`config.mk`:
```
export PLATFORM = sky130hd
export DESIGN_NAME = dct_timer
export DESIGN_NICKNAME = d
export VERILOG_FILES = /design/src/logic/dct_pkg.sv /design/src/logic/dct_timer.sv
export SDC_FILE = /design/constraint.sdc
export NUM_CORES = 1
export LEC_CHECK = 0
export BUFFER_PORTS_ARGS = -buffer_cell sky130_fd_sc_hd__buf_2
export CAP_MARGIN = 20
export CORE_ASPECT_RATIO = 1.25
export CORE_MARGIN = 2
export CORE_UTILIZATION = 61
export DETAILED_ROUTE_END_ITERATION = 8
export PLACE_DENSITY_LB_ADDON = 0.25
export SYNTH_ARGS = -nofsm -noshare
export SYNTH_HDL_FRONTEND = slang
export SYNTH_SLANG_ARGS = --single-unit
```
`constraint.sdc`:
```
create_clock -name clk_i -period 2.5 [get_ports clk_i]
set_input_delay 0.375 -clock clk_i [delete_from_list [all_inputs] [get_ports clk_i]]
set_output_delay 0.375 -clock clk_i [all_outputs]
set_load 0.01 [all_outputs]
```
`src/logic/dct_pkg.sv`:
```
package dct_pkg;
  // ==========================================================
  // register map
  localparam logic [7:0] OFS_BANK_PTR = 8'hfd;
  localparam logic [3:0] WORK_GRP_ALIAS = 4'he;
  localparam logic [3:0] BANK_NORMAL = 4'h0;
  localparam logic [3:0] BANK_TIMER = 4'hd;
  localparam logic [3:0] OFS_T8_CTL = 4'h0;
  localparam logic [3:0] OFS_IO_CTL = 4'h1;
  localparam logic [3:0] OFS_T16_CTL = 4'h2;
  localparam logic [3:0] OFS_SHARED_CTL = 4'h3;
  localparam logic [3:0] OFS_T8_LOW = 4'h4;
  localparam logic [3:0] OFS_T8_HIGH = 4'h5;
  localparam logic [3:0] OFS_T16_LOW = 4'h6;
  localparam logic [3:0] OFS_T16_HIGH = 4'h7;
  // ==========================================================
  // field positions
  localparam int B_EN = 7;
  localparam int B_SINGLE = 6;
  localparam int B_TOUT = 5;
  localparam int B_CLK_LO = 3;
  localparam int B_CAP_IE = 2;
  localparam int B_TO_IE = 1;
  localparam int B_T8_IE = 1;
  localparam int B_EDGE_LO = 4;
  localparam int B_GLITCH_LO = 2;
  localparam int B_INIT_LVL = 1;
  // ==========================================================
  // reset values and constants
  localparam logic [7:0] RST_BYTE = 8'h00;
  localparam logic [4:0] SHARED_RSVD = 5'h1f;
  localparam logic [15:0] T16_MAX = 16'hffff;
  localparam logic [3:0] DIV16_LAST = 4'hf;
  localparam logic [1:0] EDGE_RISE = 2'h1;
  localparam logic [1:0] EDGE_FALL = 2'h2;
  localparam logic [1:0] EDGE_BOTH = 2'h3;
  // glitch filter accept counts: widths of 1, 4, 8, 16 cycles
  localparam logic [3:0] GF_LIM0 = 4'h0;
  localparam logic [3:0] GF_LIM1 = 4'h3;
  localparam logic [3:0] GF_LIM2 = 4'h7;
  localparam logic [3:0] GF_LIM3 = 4'hf;
  // bits kept through stop-mode recovery
  localparam logic [7:0] T8_CTL_KEEP = 8'h3c;
  localparam logic [7:0] IO_CTL_KEEP = 8'h30;
  localparam logic [7:0] T16_CTL_KEEP = 8'h20;
endpackage : dct_pkg

```
`src/logic/dct_timer.sv`:
```
`timescale 1ns/100ps
// Overview of operation
// - bank pointer upper nibble picks working group
// - lower nibble D swaps in expanded timer bank
// - bit7 enables, bit6 single pass or modulo
// - bit5 timeout flag write-one-clear; bits4:3 prescale
// - short-control capture interrupt enable survives stop recovery; long-control one clears
// - high hold reloads while output high
// - low hold reloads while output low
// - long hold pair is capture data; long counter reloads to maximum
// - shared control bits4:0 read ones, ignore writes
// - edge detector emits selected edge pulse
// - glitch filter drops pulses below chosen width
// - idle short output is inverse of level bit
// - single mode ignores later edges, keeps counting
// - in long single mode, short timeout captures long count, interrupts
// - timeout capture does not reload long counter
// - rewriting bit6 zero-then-one rearms one capture
// - long counter wraps to maximum at zero
// - wrap sets status bit, optional timeout interrupt
// - single pass loads hold by output level
// - count clock from system clock, optional /16
module dct_timer (
  // clock and reset
  input wire logic clk_i,
  input wire logic srst_i,
  // register port
  input wire logic [7:0] addr_i,
  input wire logic wr_i,
  input wire logic [7:0] wdata_i,
  input wire logic rd_i,
  output logic [7:0] rdata_o,
  // system control
  input wire logic smr_recover_i,
  input wire logic sclk_div16_i,
  // capture input and transmit output
  input wire logic cap_in_i,
  output logic short_counter_output_o,
  // interrupt requests
  output logic t8_irq_o,
  output logic cap_irq_o,
  output logic tmo_irq_o
);
  // ==========================================================
  // register decode
  logic [7:0] bank_pointer_ff;
  logic [7:0] eff_addr;
  logic bank_hit;
  logic [3:0] reg_sel;
  logic [7:0] timer8_control_ff, timer_io_control_ff, timer16_control_ff;
  logic [2:0] shared_hi_ff;
  logic [7:0] timer8_low_hold_ff, timer8_high_hold_ff;
  logic [7:0] timer16_low_hold_ff, timer16_high_hold_ff;
  logic [7:0] rd_data_ff;

  // working-register alias maps through the group nibble
  assign eff_addr = (addr_i[7:4] == dct_pkg::WORK_GRP_ALIAS) ?
    {bank_pointer_ff[7:4], addr_i[3:0]} : addr_i;
  // only the timer bank lives here; bank 0/F go elsewhere
  assign bank_hit = (eff_addr[7:4] == 4'h0) &&
    (bank_pointer_ff[3:0] == dct_pkg::BANK_TIMER);
  assign reg_sel = eff_addr[3:0];

  function automatic logic wr_to(input logic [3:0] ofs);
    wr_to = wr_i && bank_hit && (reg_sel == ofs);
  endfunction : wr_to

  always_ff @(posedge clk_i) begin
    if (srst_i) begin
      bank_pointer_ff <= dct_pkg::RST_BYTE;
    end else if (wr_i && eff_addr == dct_pkg::OFS_BANK_PTR) begin
      bank_pointer_ff <= wdata_i;
    end
  end

  // ==========================================================
  // prescaler
  logic [3:0] div16_ff;
  logic [2:0] pre8_ff;
  logic base_tick, t8_tick;
  logic [2:0] pre_mask;

  assign base_tick = !sclk_div16_i ||
    (div16_ff == dct_pkg::DIV16_LAST);
  assign pre_mask = 3'((4'h1 << timer8_control_ff[4:3]) - 4'h1);
  assign t8_tick = base_tick && ((pre8_ff & pre_mask) == pre_mask);

  always_ff @(posedge clk_i) begin
    if (srst_i) begin
      div16_ff <= 4'h0;
      pre8_ff <= 3'h0;
    end else begin
      div16_ff <= div16_ff + 4'h1;
      if (base_tick) begin
        pre8_ff <= pre8_ff + 3'h1;
      end
    end
  end

  // ==========================================================
  // input glitch filter and edge detector
  logic filt_ff;
  logic [3:0] gcnt_ff;
  logic [3:0] glim;
  logic filt_chg, edge_sel;

  always_comb begin
    case (timer_io_control_ff[3:2])
      2'h0: glim = dct_pkg::GF_LIM0;
      2'h1: glim = dct_pkg::GF_LIM1;
      2'h2: glim = dct_pkg::GF_LIM2;
      default: glim = dct_pkg::GF_LIM3;
    endcase
  end

  // level must differ for glim+1 cycles before it is believed
  assign filt_chg = (cap_in_i != filt_ff) && (gcnt_ff == glim);

  always_ff @(posedge clk_i) begin
    if (srst_i) begin
      filt_ff <= 1'b0;
      gcnt_ff <= 4'h0;
    end else if (cap_in_i == filt_ff || filt_chg) begin
      filt_ff <= cap_in_i;
      gcnt_ff <= 4'h0;
    end else begin
      gcnt_ff <= gcnt_ff + 4'h1;
    end
  end

  always_comb begin
    case (timer_io_control_ff[5:4])
      dct_pkg::EDGE_RISE: edge_sel = filt_chg && cap_in_i;
      dct_pkg::EDGE_FALL: edge_sel = filt_chg && !cap_in_i;
      dct_pkg::EDGE_BOTH: edge_sel = filt_chg;
      default: edge_sel = 1'b0;
    endcase
  end

  // ==========================================================
  // short counter
  logic [7:0] short_counter_ff;
  logic t8_en_q_ff, short_counter_output_ff, t8_to, t8_start;
  logic [7:0] t8_load;

  assign t8_start = timer8_control_ff[dct_pkg::B_EN] && !t8_en_q_ff;
  assign t8_to = timer8_control_ff[dct_pkg::B_EN] && !t8_start &&
    t8_tick && (short_counter_ff == 8'h00);
  // reload value follows the level the output will hold next
  assign t8_load = (t8_start ? short_counter_output_ff : !short_counter_output_ff) ?
    timer8_high_hold_ff : timer8_low_hold_ff;

  always_ff @(posedge clk_i) begin
    if (srst_i) begin
      short_counter_ff <= 8'h00;
      t8_en_q_ff <= 1'b0;
      short_counter_output_ff <= 1'b1;
    end else begin
      t8_en_q_ff <= timer8_control_ff[dct_pkg::B_EN];
      if (!timer8_control_ff[dct_pkg::B_EN]) begin
        short_counter_output_ff <= !timer_io_control_ff[dct_pkg::B_INIT_LVL];
      end else if (t8_start || t8_to) begin
        short_counter_ff <= t8_load;
        if (t8_to) begin
          short_counter_output_ff <= !short_counter_output_ff;
        end
      end else if (t8_tick) begin
        short_counter_ff <= short_counter_ff - 8'h01;
      end
    end
  end

  always_ff @(posedge clk_i) begin
    if (srst_i) begin
      timer8_control_ff <= dct_pkg::RST_BYTE;
    end else if (smr_recover_i) begin
      timer8_control_ff <= timer8_control_ff &
        dct_pkg::T8_CTL_KEEP;
    end else begin
      if (wr_to(dct_pkg::OFS_T8_CTL)) begin
        timer8_control_ff <= {wdata_i[7:6],
          timer8_control_ff[5] && !wdata_i[5], wdata_i[4:0]};
      end
      // hardware set wins over the write-one clear
      if (t8_to) begin
        timer8_control_ff[dct_pkg::B_TOUT] <= 1'b1;
        if (timer8_control_ff[dct_pkg::B_SINGLE]) begin
          timer8_control_ff[dct_pkg::B_EN] <= 1'b0;
        end
      end
    end
  end

  // ==========================================================
  // long counter, demodulation
  logic [15:0] long_counter_ff;
  logic arm_ff, edge_cap, t8_cap, t16_wrap, t16_run;

  assign t16_run = timer16_control_ff[dct_pkg::B_EN];
  // single mode takes only the first edge after arming
  assign edge_cap = t16_run && edge_sel &&
    (!timer16_control_ff[dct_pkg::B_SINGLE] || arm_ff);
  assign t8_cap = t16_run && timer16_control_ff[dct_pkg::B_SINGLE] &&
    t8_to && !edge_cap;
  assign t16_wrap = t16_run && !edge_cap && base_tick &&
    (long_counter_ff == 16'h0000);

  always_ff @(posedge clk_i) begin
    if (srst_i) begin
      arm_ff <= 1'b1;
    end else if (wr_to(dct_pkg::OFS_T16_CTL) && wdata_i[dct_pkg::B_SINGLE] &&
        !timer16_control_ff[dct_pkg::B_SINGLE]) begin
      arm_ff <= 1'b1;
    end else if (edge_cap) begin
      arm_ff <= 1'b0;
    end
  end

  always_ff @(posedge clk_i) begin
    if (srst_i) begin
      long_counter_ff <= dct_pkg::T16_MAX;
    end else if (edge_cap) begin
      long_counter_ff <= dct_pkg::T16_MAX;
    end else if (t16_run && base_tick) begin
      // t8 capture leaves the count running; zero wraps to max
      long_counter_ff <= long_counter_ff - 16'h0001;
    end
  end

  always_ff @(posedge clk_i) begin
    if (srst_i) begin
      timer16_control_ff <= dct_pkg::RST_BYTE;
    end else if (smr_recover_i) begin
      timer16_control_ff <= timer16_control_ff & dct_pkg::T16_CTL_KEEP;
    end else begin
      if (wr_to(dct_pkg::OFS_T16_CTL)) begin
        timer16_control_ff <= {wdata_i[7:6],
          timer16_control_ff[5] && !wdata_i[5], wdata_i[4:0]};
      end
      if (t16_wrap) begin
        timer16_control_ff[dct_pkg::B_TOUT] <= 1'b1;
      end
    end
  end

  // ==========================================================
  // hold and control registers
  always_ff @(posedge clk_i) begin
    if (srst_i) begin
      timer_io_control_ff <= dct_pkg::RST_BYTE;
    end else if (smr_recover_i) begin
      timer_io_control_ff <= timer_io_control_ff & dct_pkg::IO_CTL_KEEP;
    end else if (wr_to(dct_pkg::OFS_IO_CTL)) begin
      timer_io_control_ff <= wdata_i;
    end
  end

  always_ff @(posedge clk_i) begin
    if (srst_i || smr_recover_i) begin
      shared_hi_ff <= 3'h0;
    end else if (wr_to(dct_pkg::OFS_SHARED_CTL)) begin
      shared_hi_ff <= wdata_i[7:5];
    end
  end

  always_ff @(posedge clk_i) begin
    if (srst_i) begin
      timer8_low_hold_ff <= dct_pkg::RST_BYTE;
      timer8_high_hold_ff <= dct_pkg::RST_BYTE;
    end else begin
      if (wr_to(dct_pkg::OFS_T8_LOW)) begin
        timer8_low_hold_ff <= wdata_i;
      end
      if (wr_to(dct_pkg::OFS_T8_HIGH)) begin
        timer8_high_hold_ff <= wdata_i;
      end
    end
  end

  // a capture outranks a software write in the same cycle
  always_ff @(posedge clk_i) begin
    if (srst_i) begin
      timer16_low_hold_ff <= dct_pkg::RST_BYTE;
      timer16_high_hold_ff <= dct_pkg::RST_BYTE;
    end else if (edge_cap || t8_cap) begin
      {timer16_high_hold_ff, timer16_low_hold_ff} <= long_counter_ff;
    end else begin
      if (wr_to(dct_pkg::OFS_T16_LOW)) begin
        timer16_low_hold_ff <= wdata_i;
      end
      if (wr_to(dct_pkg::OFS_T16_HIGH)) begin
        timer16_high_hold_ff <= wdata_i;
      end
    end
  end

  // ==========================================================
  // read port and interrupt pulses
  logic t8_irq_ff, cap_irq_ff, tmo_irq_ff;

  always_ff @(posedge clk_i) begin
    if (srst_i) begin
      rd_data_ff <= dct_pkg::RST_BYTE;
    end else if (rd_i) begin
      rd_data_ff <= dct_pkg::RST_BYTE;
      if (eff_addr == dct_pkg::OFS_BANK_PTR) begin
        rd_data_ff <= bank_pointer_ff;
      end else if (bank_hit) begin
        case (reg_sel)
          dct_pkg::OFS_T8_CTL: rd_data_ff <= timer8_control_ff;
          dct_pkg::OFS_IO_CTL: rd_data_ff <= timer_io_control_ff;
          dct_pkg::OFS_T16_CTL: rd_data_ff <= timer16_control_ff;
          dct_pkg::OFS_SHARED_CTL:
            rd_data_ff <= {shared_hi_ff, dct_pkg::SHARED_RSVD};
          dct_pkg::OFS_T8_LOW: rd_data_ff <= timer8_low_hold_ff;
          dct_pkg::OFS_T8_HIGH: rd_data_ff <= timer8_high_hold_ff;
          dct_pkg::OFS_T16_LOW: rd_data_ff <= timer16_low_hold_ff;
          dct_pkg::OFS_T16_HIGH: rd_data_ff <= timer16_high_hold_ff;
          default: rd_data_ff <= dct_pkg::RST_BYTE;
        endcase
      end
    end
  end

  always_ff @(posedge clk_i) begin
    if (srst_i) begin
      t8_irq_ff <= 1'b0;
      cap_irq_ff <= 1'b0;
      tmo_irq_ff <= 1'b0;
    end else begin
      t8_irq_ff <= t8_to && timer8_control_ff[dct_pkg::B_T8_IE];
      cap_irq_ff <= (edge_cap && timer8_control_ff[dct_pkg::B_CAP_IE]) ||
        (t8_cap && timer16_control_ff[dct_pkg::B_CAP_IE]);
      tmo_irq_ff <= t16_wrap && timer16_control_ff[dct_pkg::B_TO_IE];
    end
  end

  assign rdata_o = rd_data_ff;
  assign short_counter_output_o = short_counter_output_ff;
  assign t8_irq_o = t8_irq_ff;
  assign cap_irq_o = cap_irq_ff;
  assign tmo_irq_o = tmo_irq_ff;
endmodule : dct_timer

```
==> results.md, run 1 <==
* Status: finished clean
* Worst setup SP type: flip-flop
* Cell row count at 40
* Nets at 740
* Hold depth at 3
* H-Tree Depth at 4
* Worst vdd ir at 406 uV
* Worst Hold Class: in2reg
* WP buf/inv at 1
* Pin count of the biggest net entering global routing at 47
* Rel. slew slack at 0.458
* Clock Pin Slew Worst Setup and Hold Paths at 0.05 ns
* Share of the synthesized area in the top cell type at 0.390
* Clock root buffer: clkbuf_16
* Ant. Diodes at 0
* Worst EP arrival at 2.72 ns
* Iteration-0 DRC Markers at 371
* Crit Path Max Fanout at 6
* Clock buffer depth at 2
* CP top delay family: simple AND/OR/NAND/NOR gates
* Hold_sp: cap_in_i
* Seq cells post-synth at 117
* Async SR Flop Fraction at 0
* FMAX at 0.418 GHz
* Initial antenna violation count at 0
* Area leader, netlist: dfxtp_1
* Critical path, cell by cell: ha_1 -> nand3_1 -> a2111oi_1 -> nand2_1 -> nor4_1 -> buf_4 -> and3_1
* Skew final at 0.00977 ns
* Vias at 5,386
* Share of cells above drive strength 1 at 0.167
* Worst-Skew Late Latency at 0.41 ns
* R2R depth at 7
* Setup_tns at 0 ns
* Crit. End Element: flip-flop
* Mapped cell area at 6000 sq um
* All-Layer GR Usage at 0.321
* Max Cap Viol at 0
* Cts repair resizes at 0
* Synth unique cells at 71
* Core Box Area at 9610 sq um
* Syn nets at 703
* # clock sinks at 117
* Ratio of final minimum period to clock period at 0.956
* Hpwl dp at 11,900 microns
* Final period demand of the worst path at 2.39 ns
* Routed wire per std cell at 19.8 microns
* Commonest cells in the netlist: 117 x dfxtp_1, 81 x nor2_1, 73 x mux2i_1, 60 x nand2_1, 49 x a21oi_1
* First-pass GRT wire length at 26,400 microns
* Port Buffer Count at 34
* Total grt overflow at 0
* Top post-synthesis cells by area: dfxtp_1 39%, mux2i_1 12%, nor2_1 5.1%, a21oi_1 4.1%, nand2_1 3.8%
* Fill count at 744
* Final setup violation count at 0
* Number of synthesized flops with an enable pin at 0
* Critical path required time at 2.83 ns
* ANT nets after route at 0
* Post-Syn Instances at 672
* Pre-antenna DRT Iters at 7
* Die ar. at 10,700 sq um
* Final Hold Viols at 0
* Mapped Avg Cell Area at 8.94 sq um
* Number of cells on the critical path at 7
* Least-Margin Pin Slew at 0.808 ns
* RSZ-0062 raised after global routing: no
* Residual DRC at 0
* Tot Pwr at 4360 uW
* Main flop type after synthesis: dfxtp_1
* Die W at 92.7 microns
* Area grow syn2layout at 15.2%
* CTS Buf Count at 17
* Starting Density at 0.625
* CP peak stage delay at 0.67 ns
* Die span in y at 115 microns
* Gpl congestion at 0.906
* DRT Wirelength at 16,700 microns
* CTS tree: done
* Crit Path Class: reg2reg
* Hold Buf Count CTS at 0
* CP Launch Point: div16_ff[0]
* Reg2Reg Launch Point: div16_ff[0]
* Pwr Density at 630 nW/um^2
* Slew Viols, Final at 0
* Critical path's slowest cell: a2111oi_1
* Pleak at 0.00284 uW
* Hold slack at 0.274 ns
* Vias/cell at 6.38
* Post-CTS Setup Inserts at 0
* Yosys warns at 0
* IO Count at 35
* Seq/Total Area, Yosys at 0.390
* Cell with the most instances after synthesis: dfxtp_1
* Vias in the first global route at 5,203
==> placed cells by master (no fill, tap or decap), drive strengths merged, types with 5 or more instances in the layout <==
master,synthesis,layout
a211oi,18,18
a21oi,49,49
a311oi,7,7
and3,5,5
buf,10,60
clkbuf,32,23
dfxtp,117,117
ha,8,8
inv,19,19
mux2,7,7
mux2i,73,73
nand2,60,60
nand3,27,27
nand3b,8,8
nand4,7,7
nor2,81,81
nor2b,10,10
nor4b,6,6
o21ai,21,21
or3,9,9
xnor2,8,8
xor2,15,15
==> worst min-delay path: cells and delay by family <==
family,cells,cell delay (ns)
buf+inv,1,0.12
simple gates,1,0.07
mux,1,0.08
==> area by class of cell <==
cell class	instances	area, sq um	share of cell area
Multi-Input combinational cell	494	3430	0.496
Timing Repair Buffer	60	365	0.0528
Inverter	19	71.3	0.0103
Clock inverter	5	50.0	0.00724
Clock buffer	23	498	0.0720
Sequential cell	117	2340	0.339
Tap cell	126	158	0.0228
==> stage by stage <==
step                setup WS (ns)   util  instances  cell area [sq um]
floorplan                   0.385      -        672               6000
global placement            0.237  0.662        816               6360
detailed placement          0.160  0.662        816               6360
CTS                        0.0742  0.719        844               6910
global route               0.0325  0.720        844               6920
finish                      0.110  0.720        844               6920
==> flip-flops by register name, indices dropped and copies added, names as in the netlist, 4 cells and up <==
| name | flops |
|---|---|
| timer16_high_hold_ff | 8 |
| long_counter_ff | 16 |
| timer16_low_hold_ff | 8 |
| gcnt_ff | 4 |
| timer8_low_hold_ff | 8 |
| bank_pointer_ff | 8 |
| div16_ff | 4 |
| timer16_control_ff | 8 |
| timer8_high_hold_ff | 8 |
| timer8_control_ff | 8 |
| short_counter_ff | 8 |
| rdata_o | 8 |
| timer_io_control_ff | 8 |
==> routing by layer <==
metal	track usage	wire length, microns	share of wire
met1	0.364	6390	0.38
met2	0.559	8450	0.50
met3	0.0773	1100	0.066
met4	0.175	794	0.047
met5	0	0	0
==> cell families after synthesis <==
logic type,Yosys count,share of synthesized area
multiplexers,82,0.142
XOR/XNOR,23,0.0335
flip-flops,117,0.390
AO/OA/AOI/OAI,141,0.168
AND/OR/NAND/NOR,240,0.210
adder cells (fa/ha/maj),8,0.0167
buffers and inverters,61,0.0396
==> worst paths after layout <==
path	endpoint	slack, ns
hold / removal	filt_ff	0.27
setup / recovery	tmo_irq_o	0.11
setup reg to reg	tmo_irq_o	0.11
hold reg to reg	div16_ff[0]	0.45
==> report_power, final <==
part / leakage (uW) / internal [uW] / switching (uW) / total [uW]
logic: 0.00162 / 67.0 / 150 / 217
clock network: 0.000276 / 1460 / 784 / 2250
registers: 0.000945 / 1880 / 10.4 / 1890
total: 0.00284 / 3410 / 944 / 4360
(Power assumes the default switching activity.)
==> run 2, diff against run 1 <==
--- a/config.mk
+++ b/config.mk
@@ -5,11 +5,13 @@
 export SDC_FILE = /design/constraint.sdc
 export NUM_CORES = 1
 export LEC_CHECK = 0
+export ABC_AREA = 1
 export BUFFER_PORTS_ARGS = -buffer_cell sky130_fd_sc_hd__buf_2
 export CAP_MARGIN = 20
 export CORE_ASPECT_RATIO = 1.25
 export CORE_MARGIN = 2
 export CORE_UTILIZATION = 61
+export CTS_CLUSTER_DIAMETER = 150
 export DETAILED_ROUTE_END_ITERATION = 8
 export PLACE_DENSITY_LB_ADDON = 0.25
 export SYNTH_ARGS = -nofsm -noshare
==> run 2 against run 1 <==
Effect of this change: combinational power decreased by 21%; non-clock buffer count fell by 15; critical endpoint is now short_counter_ff[7]; register-to-register slack improved by 0.19 ns; die area shrank 2.1%; global-route usage rose by 0.80 points; clock skew fell by 0.0021 ns; core utilization barely moved; first-iteration DRC count rose by 65%; critical path depth increased by 2.
==> results.md, run 2 <==
* CTS tree: done
* First-pass GRT wire length at 27,100 microns (+2.4%)
* Tot Pwr at 4790 uW (+9.9%)
* Area leader, netlist: dfxtp_1
* H-Tree Depth at 4 (unchanged)
* CP peak stage delay at 0.47 ns (-0.20 ns)
* Commonest cells in the netlist: 234 x nand2_1, 130 x nor2_1, 117 x dfxtp_1, 88 x inv_1, 88 x o21ai_0
* Number of synthesized flops with an enable pin at 0 (unchanged)
* Ratio of final minimum period to clock period at 0.878 (-0.0775)
* CP top delay family: simple AND/OR/NAND/NOR gates
* Met2 WL at 8070 microns (-4.5%)
* Hold slack at 0.226 ns (-0.0471 ns)
* Critical path's slowest cell: nor3_1
* Area grow syn2layout at 16.5%
* Register share of total power at 0.393 (-0.041)
* Synth unique cells at 35 (-51%)
* Vias in the first global route at 5,782 (+11%)
* Seq/Total Area, Yosys at 0.399 (+0.00856)
* Rel. slew slack at 0.468 (+0.0105)
* Vias/cell at 5.69 (-11%)
* Initial antenna violation count at 0 (unchanged)
* Critical path, cell by cell: inv_1 -> ha_1 -> nand3_1 -> nor3_1 -> nand2_1 -> nand2_1 -> nand3_1 -> nand3_1 -> a21oi_1
* Iteration-0 DRC Markers at 613 (+65%)
* Critical path required time at 2.76 ns (-0.07 ns)
* Psw at 974 uW (+3.2%)
* Mapped Avg Cell Area at 6.62 sq um (-26%)
* Worst-Skew Late Latency at 0.42 ns (about the same)
* Hold Buf Count CTS at 0 (unchanged)
* Worst vdd ir at 484 uV (+19%)
* Cell with the most instances after synthesis: nand2_1
* Pin count of the biggest net entering global routing at 43 (-8.5%)
* Worst Hold Class: in2reg
* Post-CTS Setup Inserts at 0 (unchanged)
* # clock sinks at 117 (unchanged)
* Post-Syn Instances at 887 (+32%)
* Most used cell, CP: nand3_1
* Starting Density at 0.618 (-0.00698)
* Crit Path Max Fanout at 11 (+5)
* All-Layer GR Usage at 0.330 (+0.00801)
* Top post-synthesis cells by area: dfxtp_1 40%, nand2_1 15%, nor2_1 8.3%, o21ai_0 7.5%, a21oi_1 5.7%
* Reg with most FFs: long_counter_ff
* FMAX at 0.455 GHz (+8.8%)
* Residual DRC at 0 (unchanged)
* R2R depth at 9 (+2)
* Share of cells above drive strength 1 at 0.0987 (-0.0684)
* Share of the synthesized area in the top cell type at 0.399 (+0.00856)
* RSZ-0062 raised after global routing: no
* M1 wire length at 6540 microns (+2.2%)
* Async SR Flop Fraction at 0 (unchanged)
* Routed wire per std cell at 15.6 microns (-21%)
* Final core area utilization at 0.720 (about the same)
* Number of cells on the critical path at 9 (+2)
* IO Count at 35 (unchanged)
* Final period demand of the worst path at 2.20 ns (-0.194 ns)
* Pleak at 0.00301 uW (+5.9%)
* Yosys warns at 0 (unchanged)
* Final Hold Viols at 0 (unchanged)
* Hold depth at 3 (unchanged)
* Crit Path Class: reg2reg
* Clock Pin Slew Worst Setup and Hold Paths at 0.05 ns (about the same)
* Port Buffer Count at 34 (unchanged)
* WP buf/inv at 1 (unchanged)
* Gpl congestion at 1.01 (+12%)
* Total grt overflow at 0 (unchanged)
* Met3 wire len at 1200 microns (+9.0%)
* Setup_tns at 0 ns (unchanged)
* Commonest non-fill, non-tap cell in the layout: nand2_1
* ANT nets after route at 0 (unchanged)
* Commonest non-fill, non-tap cells in the layout: 234 x nand2_1, 130 x nor2_1, 117 x dfxtp_1
* Crit. End Element: flip-flop
* Gate power share at 0.036 (-0.014)
* Main flop type after synthesis: dfxtp_1
* Seq cells post-synth at 117 (unchanged)
* Worst EP arrival at 2.46 ns (-0.26 ns)
* Clk network pwr share at 0.572 (+0.056)
* Skew final at 0.00763 ns (-0.00214 ns)
* Worst setup SP type: flip-flop
* Max Cap Viol at 0 (unchanged)
* Pint at 3820 uW (+12%)
* Clock root buffer: clkbuf_16
* Pwr Density at 700 nW/um^2 (+11%)
* Clock buffer depth at 2 (unchanged)
* Nets at 960 (+30%)
* Slew Viols, Final at 0 (unchanged)
* Core Box Area at 9510 sq um (-1.0%)
* Vias at 6,078 (+13%)
* Top Layer Used: met4
* Status: finished clean
* Hpwl dp at 11,900 microns (+0.23%)
* CTS Buf Count at 17 (unchanged)
* Max reg flops at 16 (unchanged)
* Cell row count at 40 (unchanged)
* Switch share at 0.203 (-0.0133)
* Pre-antenna DRT Iters at 5 (-2)
* Least-Margin Pin Slew at 0.798 ns (-0.00993 ns)
* Cts repair resizes at 0 (unchanged)
* Mapped cell area at 5880 sq um (-2.1%)
* DRT Wirelength at 16,700 microns (-0.41%)
* Die span in y at 114 microns (-1.0%)
* Syn nets at 918 (+31%)
* Final setup violation count at 0 (unchanged)
* Die ar. at 10,400 sq um (-2.1%)
* Die W at 91.8 microns (-1.0%)
* Ant. Diodes at 0 (unchanged)
==> run 2: routing by layer <==
metal | vias to the layer above | GRT usage
met2 | 289 | 0.573
met4 | 0 | 0.186
met3 | 76 | 0.0621
li1 | 2970 | -
met5 | - | 0
met1 | 2743 | 0.380
==> run 2: logic make-up (layout without fill, tap and decap cells) <==
kind of cell | after synthesis | after routing | synth area share
buf+inv | 113 | 168 | 0.0767
simple gates | 467 | 467 | 0.339
compound gates | 166 | 166 | 0.145
xor+xnor | 16 | 16 | 0.0239
flops | 117 | 117 | 0.399
fa+ha+maj | 8 | 8 | 0.0170
==> run 2: worst paths after layout <==
| path | to | slack [ns] | start |
|---|---|---|---|
| max | short_counter_ff[7] | 0.30 | short_counter_ff[0] |
| min | pre8_ff[1] | 0.23 | sclk_div16_i |
| max reg2reg | short_counter_ff[7] | 0.30 | short_counter_ff[0] |
| min reg2reg | div16_ff[0] | 0.45 | div16_ff[0] |
==> run 2: per-stage QoR <==
stage	std cells	worst slack (ns)	instance area, sq um
2_1_floorplan	887	0.740	5880
3_3_place_gp	1036	0.443	6180
3_5_place_dp	1036	0.375	6180
4_1_cts	1068	0.342	6850
5_1_grt	1068	0.0886	6850
6_report	1068	0.304	6850
==> run 2: cell type report <==
| type | instances | area, sq um |
|---|---|---|
| clock buffers | 24 | 502 |
| flip-flops and latches | 117 | 2340 |
| clock inverters | 8 | 168 |
| repair buffers | 45 | 253 |
| fillers | 798 | 2660 |
| inverters | 91 | 342 |
| well taps | 126 | 158 |
| multi-input cells | 657 | 3080 |
==> run 2: worst reg2reg max path: stages (launching register included) <==
cell	delay, ns
dfxtp_1	0.33
inv_1	0.06
ha_1	0.20
nand3_1	0.17
nor3_1	0.47
nand2_1	0.18
nand2_1	0.29
nand3_1	0.17
nand3_1	0.11
a21oi_1	0.07
==> run 2: power groups by stage <==
stage                     combinational, uW  sequential (uW)  clock, uW
after CTS                               166             1880       2760
after global routing                    185             1880       2830
after detailed placement                164             1920          0
final                                   171             1880       2740
after floorplan                        94.4             1920          0
after global placement                  160             1920          0
==> run 3, diff against run 2 <==
--- a/config.mk
+++ b/config.mk
@@ -8,12 +8,14 @@
 export ABC_AREA = 1
 export BUFFER_PORTS_ARGS = -buffer_cell sky130_fd_sc_hd__buf_2
 export CAP_MARGIN = 20
-export CORE_ASPECT_RATIO = 1.25
+export CORE_ASPECT_RATIO = 0.7
 export CORE_MARGIN = 2
 export CORE_UTILIZATION = 61
+export CTS_BUF_LIST = sky130_fd_sc_hd__clkbuf_4 sky130_fd_sc_hd__clkbuf_8 sky130_fd_sc_hd__clkbuf_16
 export CTS_CLUSTER_DIAMETER = 150
 export DETAILED_ROUTE_END_ITERATION = 8
 export PLACE_DENSITY_LB_ADDON = 0.25
+export SETUP_SLACK_MARGIN = 0.1
 export SYNTH_ARGS = -nofsm -noshare
 export SYNTH_HDL_FRONTEND = slang
 export SYNTH_SLANG_ARGS = --single-unit
==> run 3 against run 2 <==
Effect of this change: clock power shrank 7%; worst hold slack gained 0.018 ns; clock-buffer cell count shrank 1; final cell count is essentially flat; cell area shrank 0.42%; power shrank 3.9%; critical endpoint is now timer16_high_hold_ff[0].
==> results.md, run 3 (synthesis gave the netlist of run 2 again) <==
* First-pass GRT wire length at 27,200 microns (+0.49%)
* Hold Buf Count CTS at 0 (unchanged)
* Area grow syn2layout at 16.0%
* Cell row count at 29 (-28%)
* Rel. slew slack at 0.637 (+0.169)
* Critical path required time at 2.79 ns (+0.03 ns)
* Gpl congestion at 0.968 (-4.2%)
* Crit. End Element: flip-flop
* Final Hold Viols at 0 (unchanged)
* Post-Place Cell Area at 6190 sq um (+0.20%)
* Nets at 962 (+0.21%)
* Setup_tns at 0 ns (unchanged)
* Post-CTS Setup Inserts at 0 (unchanged)
* Met1 global-route usage at 0.463 (+0.0826)
* Final setup violation count at 0 (unchanged)
* RSZ-0062 raised after global routing: no
* Reg2Reg Setup Slack at 0.36 ns (+0.05 ns)
* Hold depth at 3 (unchanged)
* Hpwl dp at 12,400 microns (+3.9%)
* Pleak at 0.00300 uW (-0.28%)
* Clock root buffer: clkbuf_16
* Least-Margin Pin Slew at 0.543 ns (-0.255 ns)
* ANT nets after route at 0 (unchanged)
* Starting Density at 0.638 (+0.0196)
* Final period demand of the worst path at 2.14 ns (-0.0514 ns)
* Pre-CTS WS at 0.336 ns (-0.0391 ns)
* GRT met2 Usage at 0.511 (-0.0613)
* Cts repair resizes at 0 (unchanged)
* Min-Delay Endpoint: pre8_ff[1]
* Pint at 3620 uW (-5.1%)
* CTS tree: done
* CTS Buf Count at 17 (unchanged)
* Vias in the first global route at 5,558 (-3.9%)
* Clk network pwr share at 0.553 (-0.019)
* Initial antenna violation count at 0 (unchanged)
* R2R depth at 11 (+2)
* Pin count of the biggest net entering global routing at 29 (-33%)
* Gate power share at 0.038 (+0.002)
* Status: finished clean
* Vias at 6,122 (+0.72%)
* Pre-antenna DRT Iters at 6 (+1)
* Worst EP arrival at 2.44 ns (-0.02 ns)
* Die span in y at 86.1 microns (-24%)
* Worst reg2reg path endpoint: timer16_high_hold_ff[0]
* Worst setup SP type: flip-flop
* Max Cap Viol at 0 (unchanged)
* Max reg flops at 16 (unchanged)
* Port Buffer Count at 34 (unchanged)
* Crit Path Max Fanout at 25 (+14)
* Total grt overflow at 0 (unchanged)
* Switch share at 0.213 (+0.00936)
* Core Box Area at 9220 sq um (-3.1%)
* Commonest non-fill, non-tap cell in the layout: nand2_1
* Final WS setup at 0.355 ns (+0.0514 ns)
* Register share of total power at 0.409 (+0.016)
* Crit Path Class: reg2reg
* Residual DRC at 0 (unchanged)
* Fill count at 757 (-5.1%)
* Iteration-0 DRC Markers at 831 (+36%)
* Design area at 6820 sq um (-0.42%)
* Vias/cell at 5.74 (+0.82%)
* Worst vdd ir at 578 uV (+19%)
* Worst Hold Class: in2reg
* Pwr Density at 675 nW/um^2 (-3.5%)
* Die ar. at 10,400 sq um (about the same)
* Psw at 979 uW (+0.48%)
* Met3 usage at 0.0951 (+0.0330)
* Skew final at 0.00868 ns (+0.00105 ns)
* DRT Wirelength at 17,200 microns (+2.9%)
* Ant. Diodes at 0 (unchanged)
* Clock Pin Slew Worst Setup and Hold Paths at 0.06 ns (about the same)
* Final core area utilization at 0.740 (+0.0198)
* Routed wire per std cell at 16.1 microns (+3.0%)
* Worst-Skew Late Latency at 0.41 ns (about the same)
* Ratio of final minimum period to clock period at 0.858 (-0.0206)
* Hold_sp: sclk_div16_i
* All-Layer GR Usage at 0.336 (+0.00638)
* Clock buffer depth at 2 (unchanged)
* Slew Viols, Final at 0 (unchanged)
* H-Tree Depth at 4 (unchanged)
* FMAX at 0.466 GHz (+2.4%)
* GRT busiest layer: met2
* Reg with most FFs: long_counter_ff
* Share of cells above drive strength 1 at 0.104 (+0.00520)
* # clock sinks at 117 (unchanged)
* Reg2Reg Launch Point: div16_ff[0]
* Die W at 121 microns (+32%)
* Commonest non-fill, non-tap cells in the layout: 232 x nand2_1, 130 x nor2_1, 117 x dfxtp_1
* IO Count at 35 (unchanged)
==> run 3: cell count changes in the layout (fill, tap and decap cells not counted), moves of 2 or more <==
cell	change
buf_4	+2
bufinv_16	-2
clkbuf_1	-2
nand2_1	-2
nand2_2	+2
==> run 3: worst max-delay path by stage <==
stage / end / cells after the start / from
final: timer16_high_hold_ff[0] / 11 / div16_ff[0]
after CTS: timer16_high_hold_ff[5] / 11 / div16_ff[0]
after detailed placement: short_counter_ff[6] / 11 / div16_ff[0]
after floorplan: timer16_high_hold_ff[3] / 11 / div16_ff[0]
after global placement: timer_io_control_ff[4] / 11 / addr_i[6]
after global routing: timer16_high_hold_ff[3] / 11 / div16_ff[0]
==> run 3: power groups by stage <==
| stage | logic [uW] | registers (uW) | clock network (uW) |
|---|---|---|---|
| 5_1_grt | 191 | 1880 | 2630 |
| 3_5_place_dp | 168 | 1920 | 0 |
| 4_1_cts | 170 | 1880 | 2550 |
| 3_3_place_gp | 163 | 1920 | 0 |
| 2_1_floorplan | 94.4 | 1920 | 0 |
| 6_report | 176 | 1880 | 2540 |
==> run 3: worst max-delay path, cell delays in order (launching register included) <==
cell and delay (ns):
dfxtp_1 0.35, ha_1 0.19, nand3_1 0.12, nand2_2 0.15, nand3_1 0.20, nor2_1 0.24, nand3_2 0.11, buf_4 0.23
nand3_1 0.12, nor2_1 0.06, nor2_1 0.17, nor2_1 0.06
==> run 3: through the flow <==
step	hold WS, ns	power (uW)	std cells
5_1_grt	0.258	4700	1067
3_3_place_gp	0.428	2080	1036
4_1_cts	0.241	4600	1067
6_report	0.244	4600	1067
2_1_floorplan	0.418	2010	887
3_5_place_dp	0.442	2090	1036
==> run 3: cell type report <==
type | count | area, sq um | share of cell area
inverter | 91 | 342 | 0.0501
multi-input combinational | 657 | 3090 | 0.453
tap | 124 | 155 | 0.0228
clock buffer | 23 | 502 | 0.0736
sequential | 117 | 2340 | 0.344
clock inverter | 8 | 121 | 0.0178
timing repair buffer | 47 | 268 | 0.0393
==> run 3: metal layers <==
layer  wire [microns]  part of all wire
met1             7450              0.43
met2             7440              0.43
met3             1950              0.11
met4              311             0.018
met5                0                 0
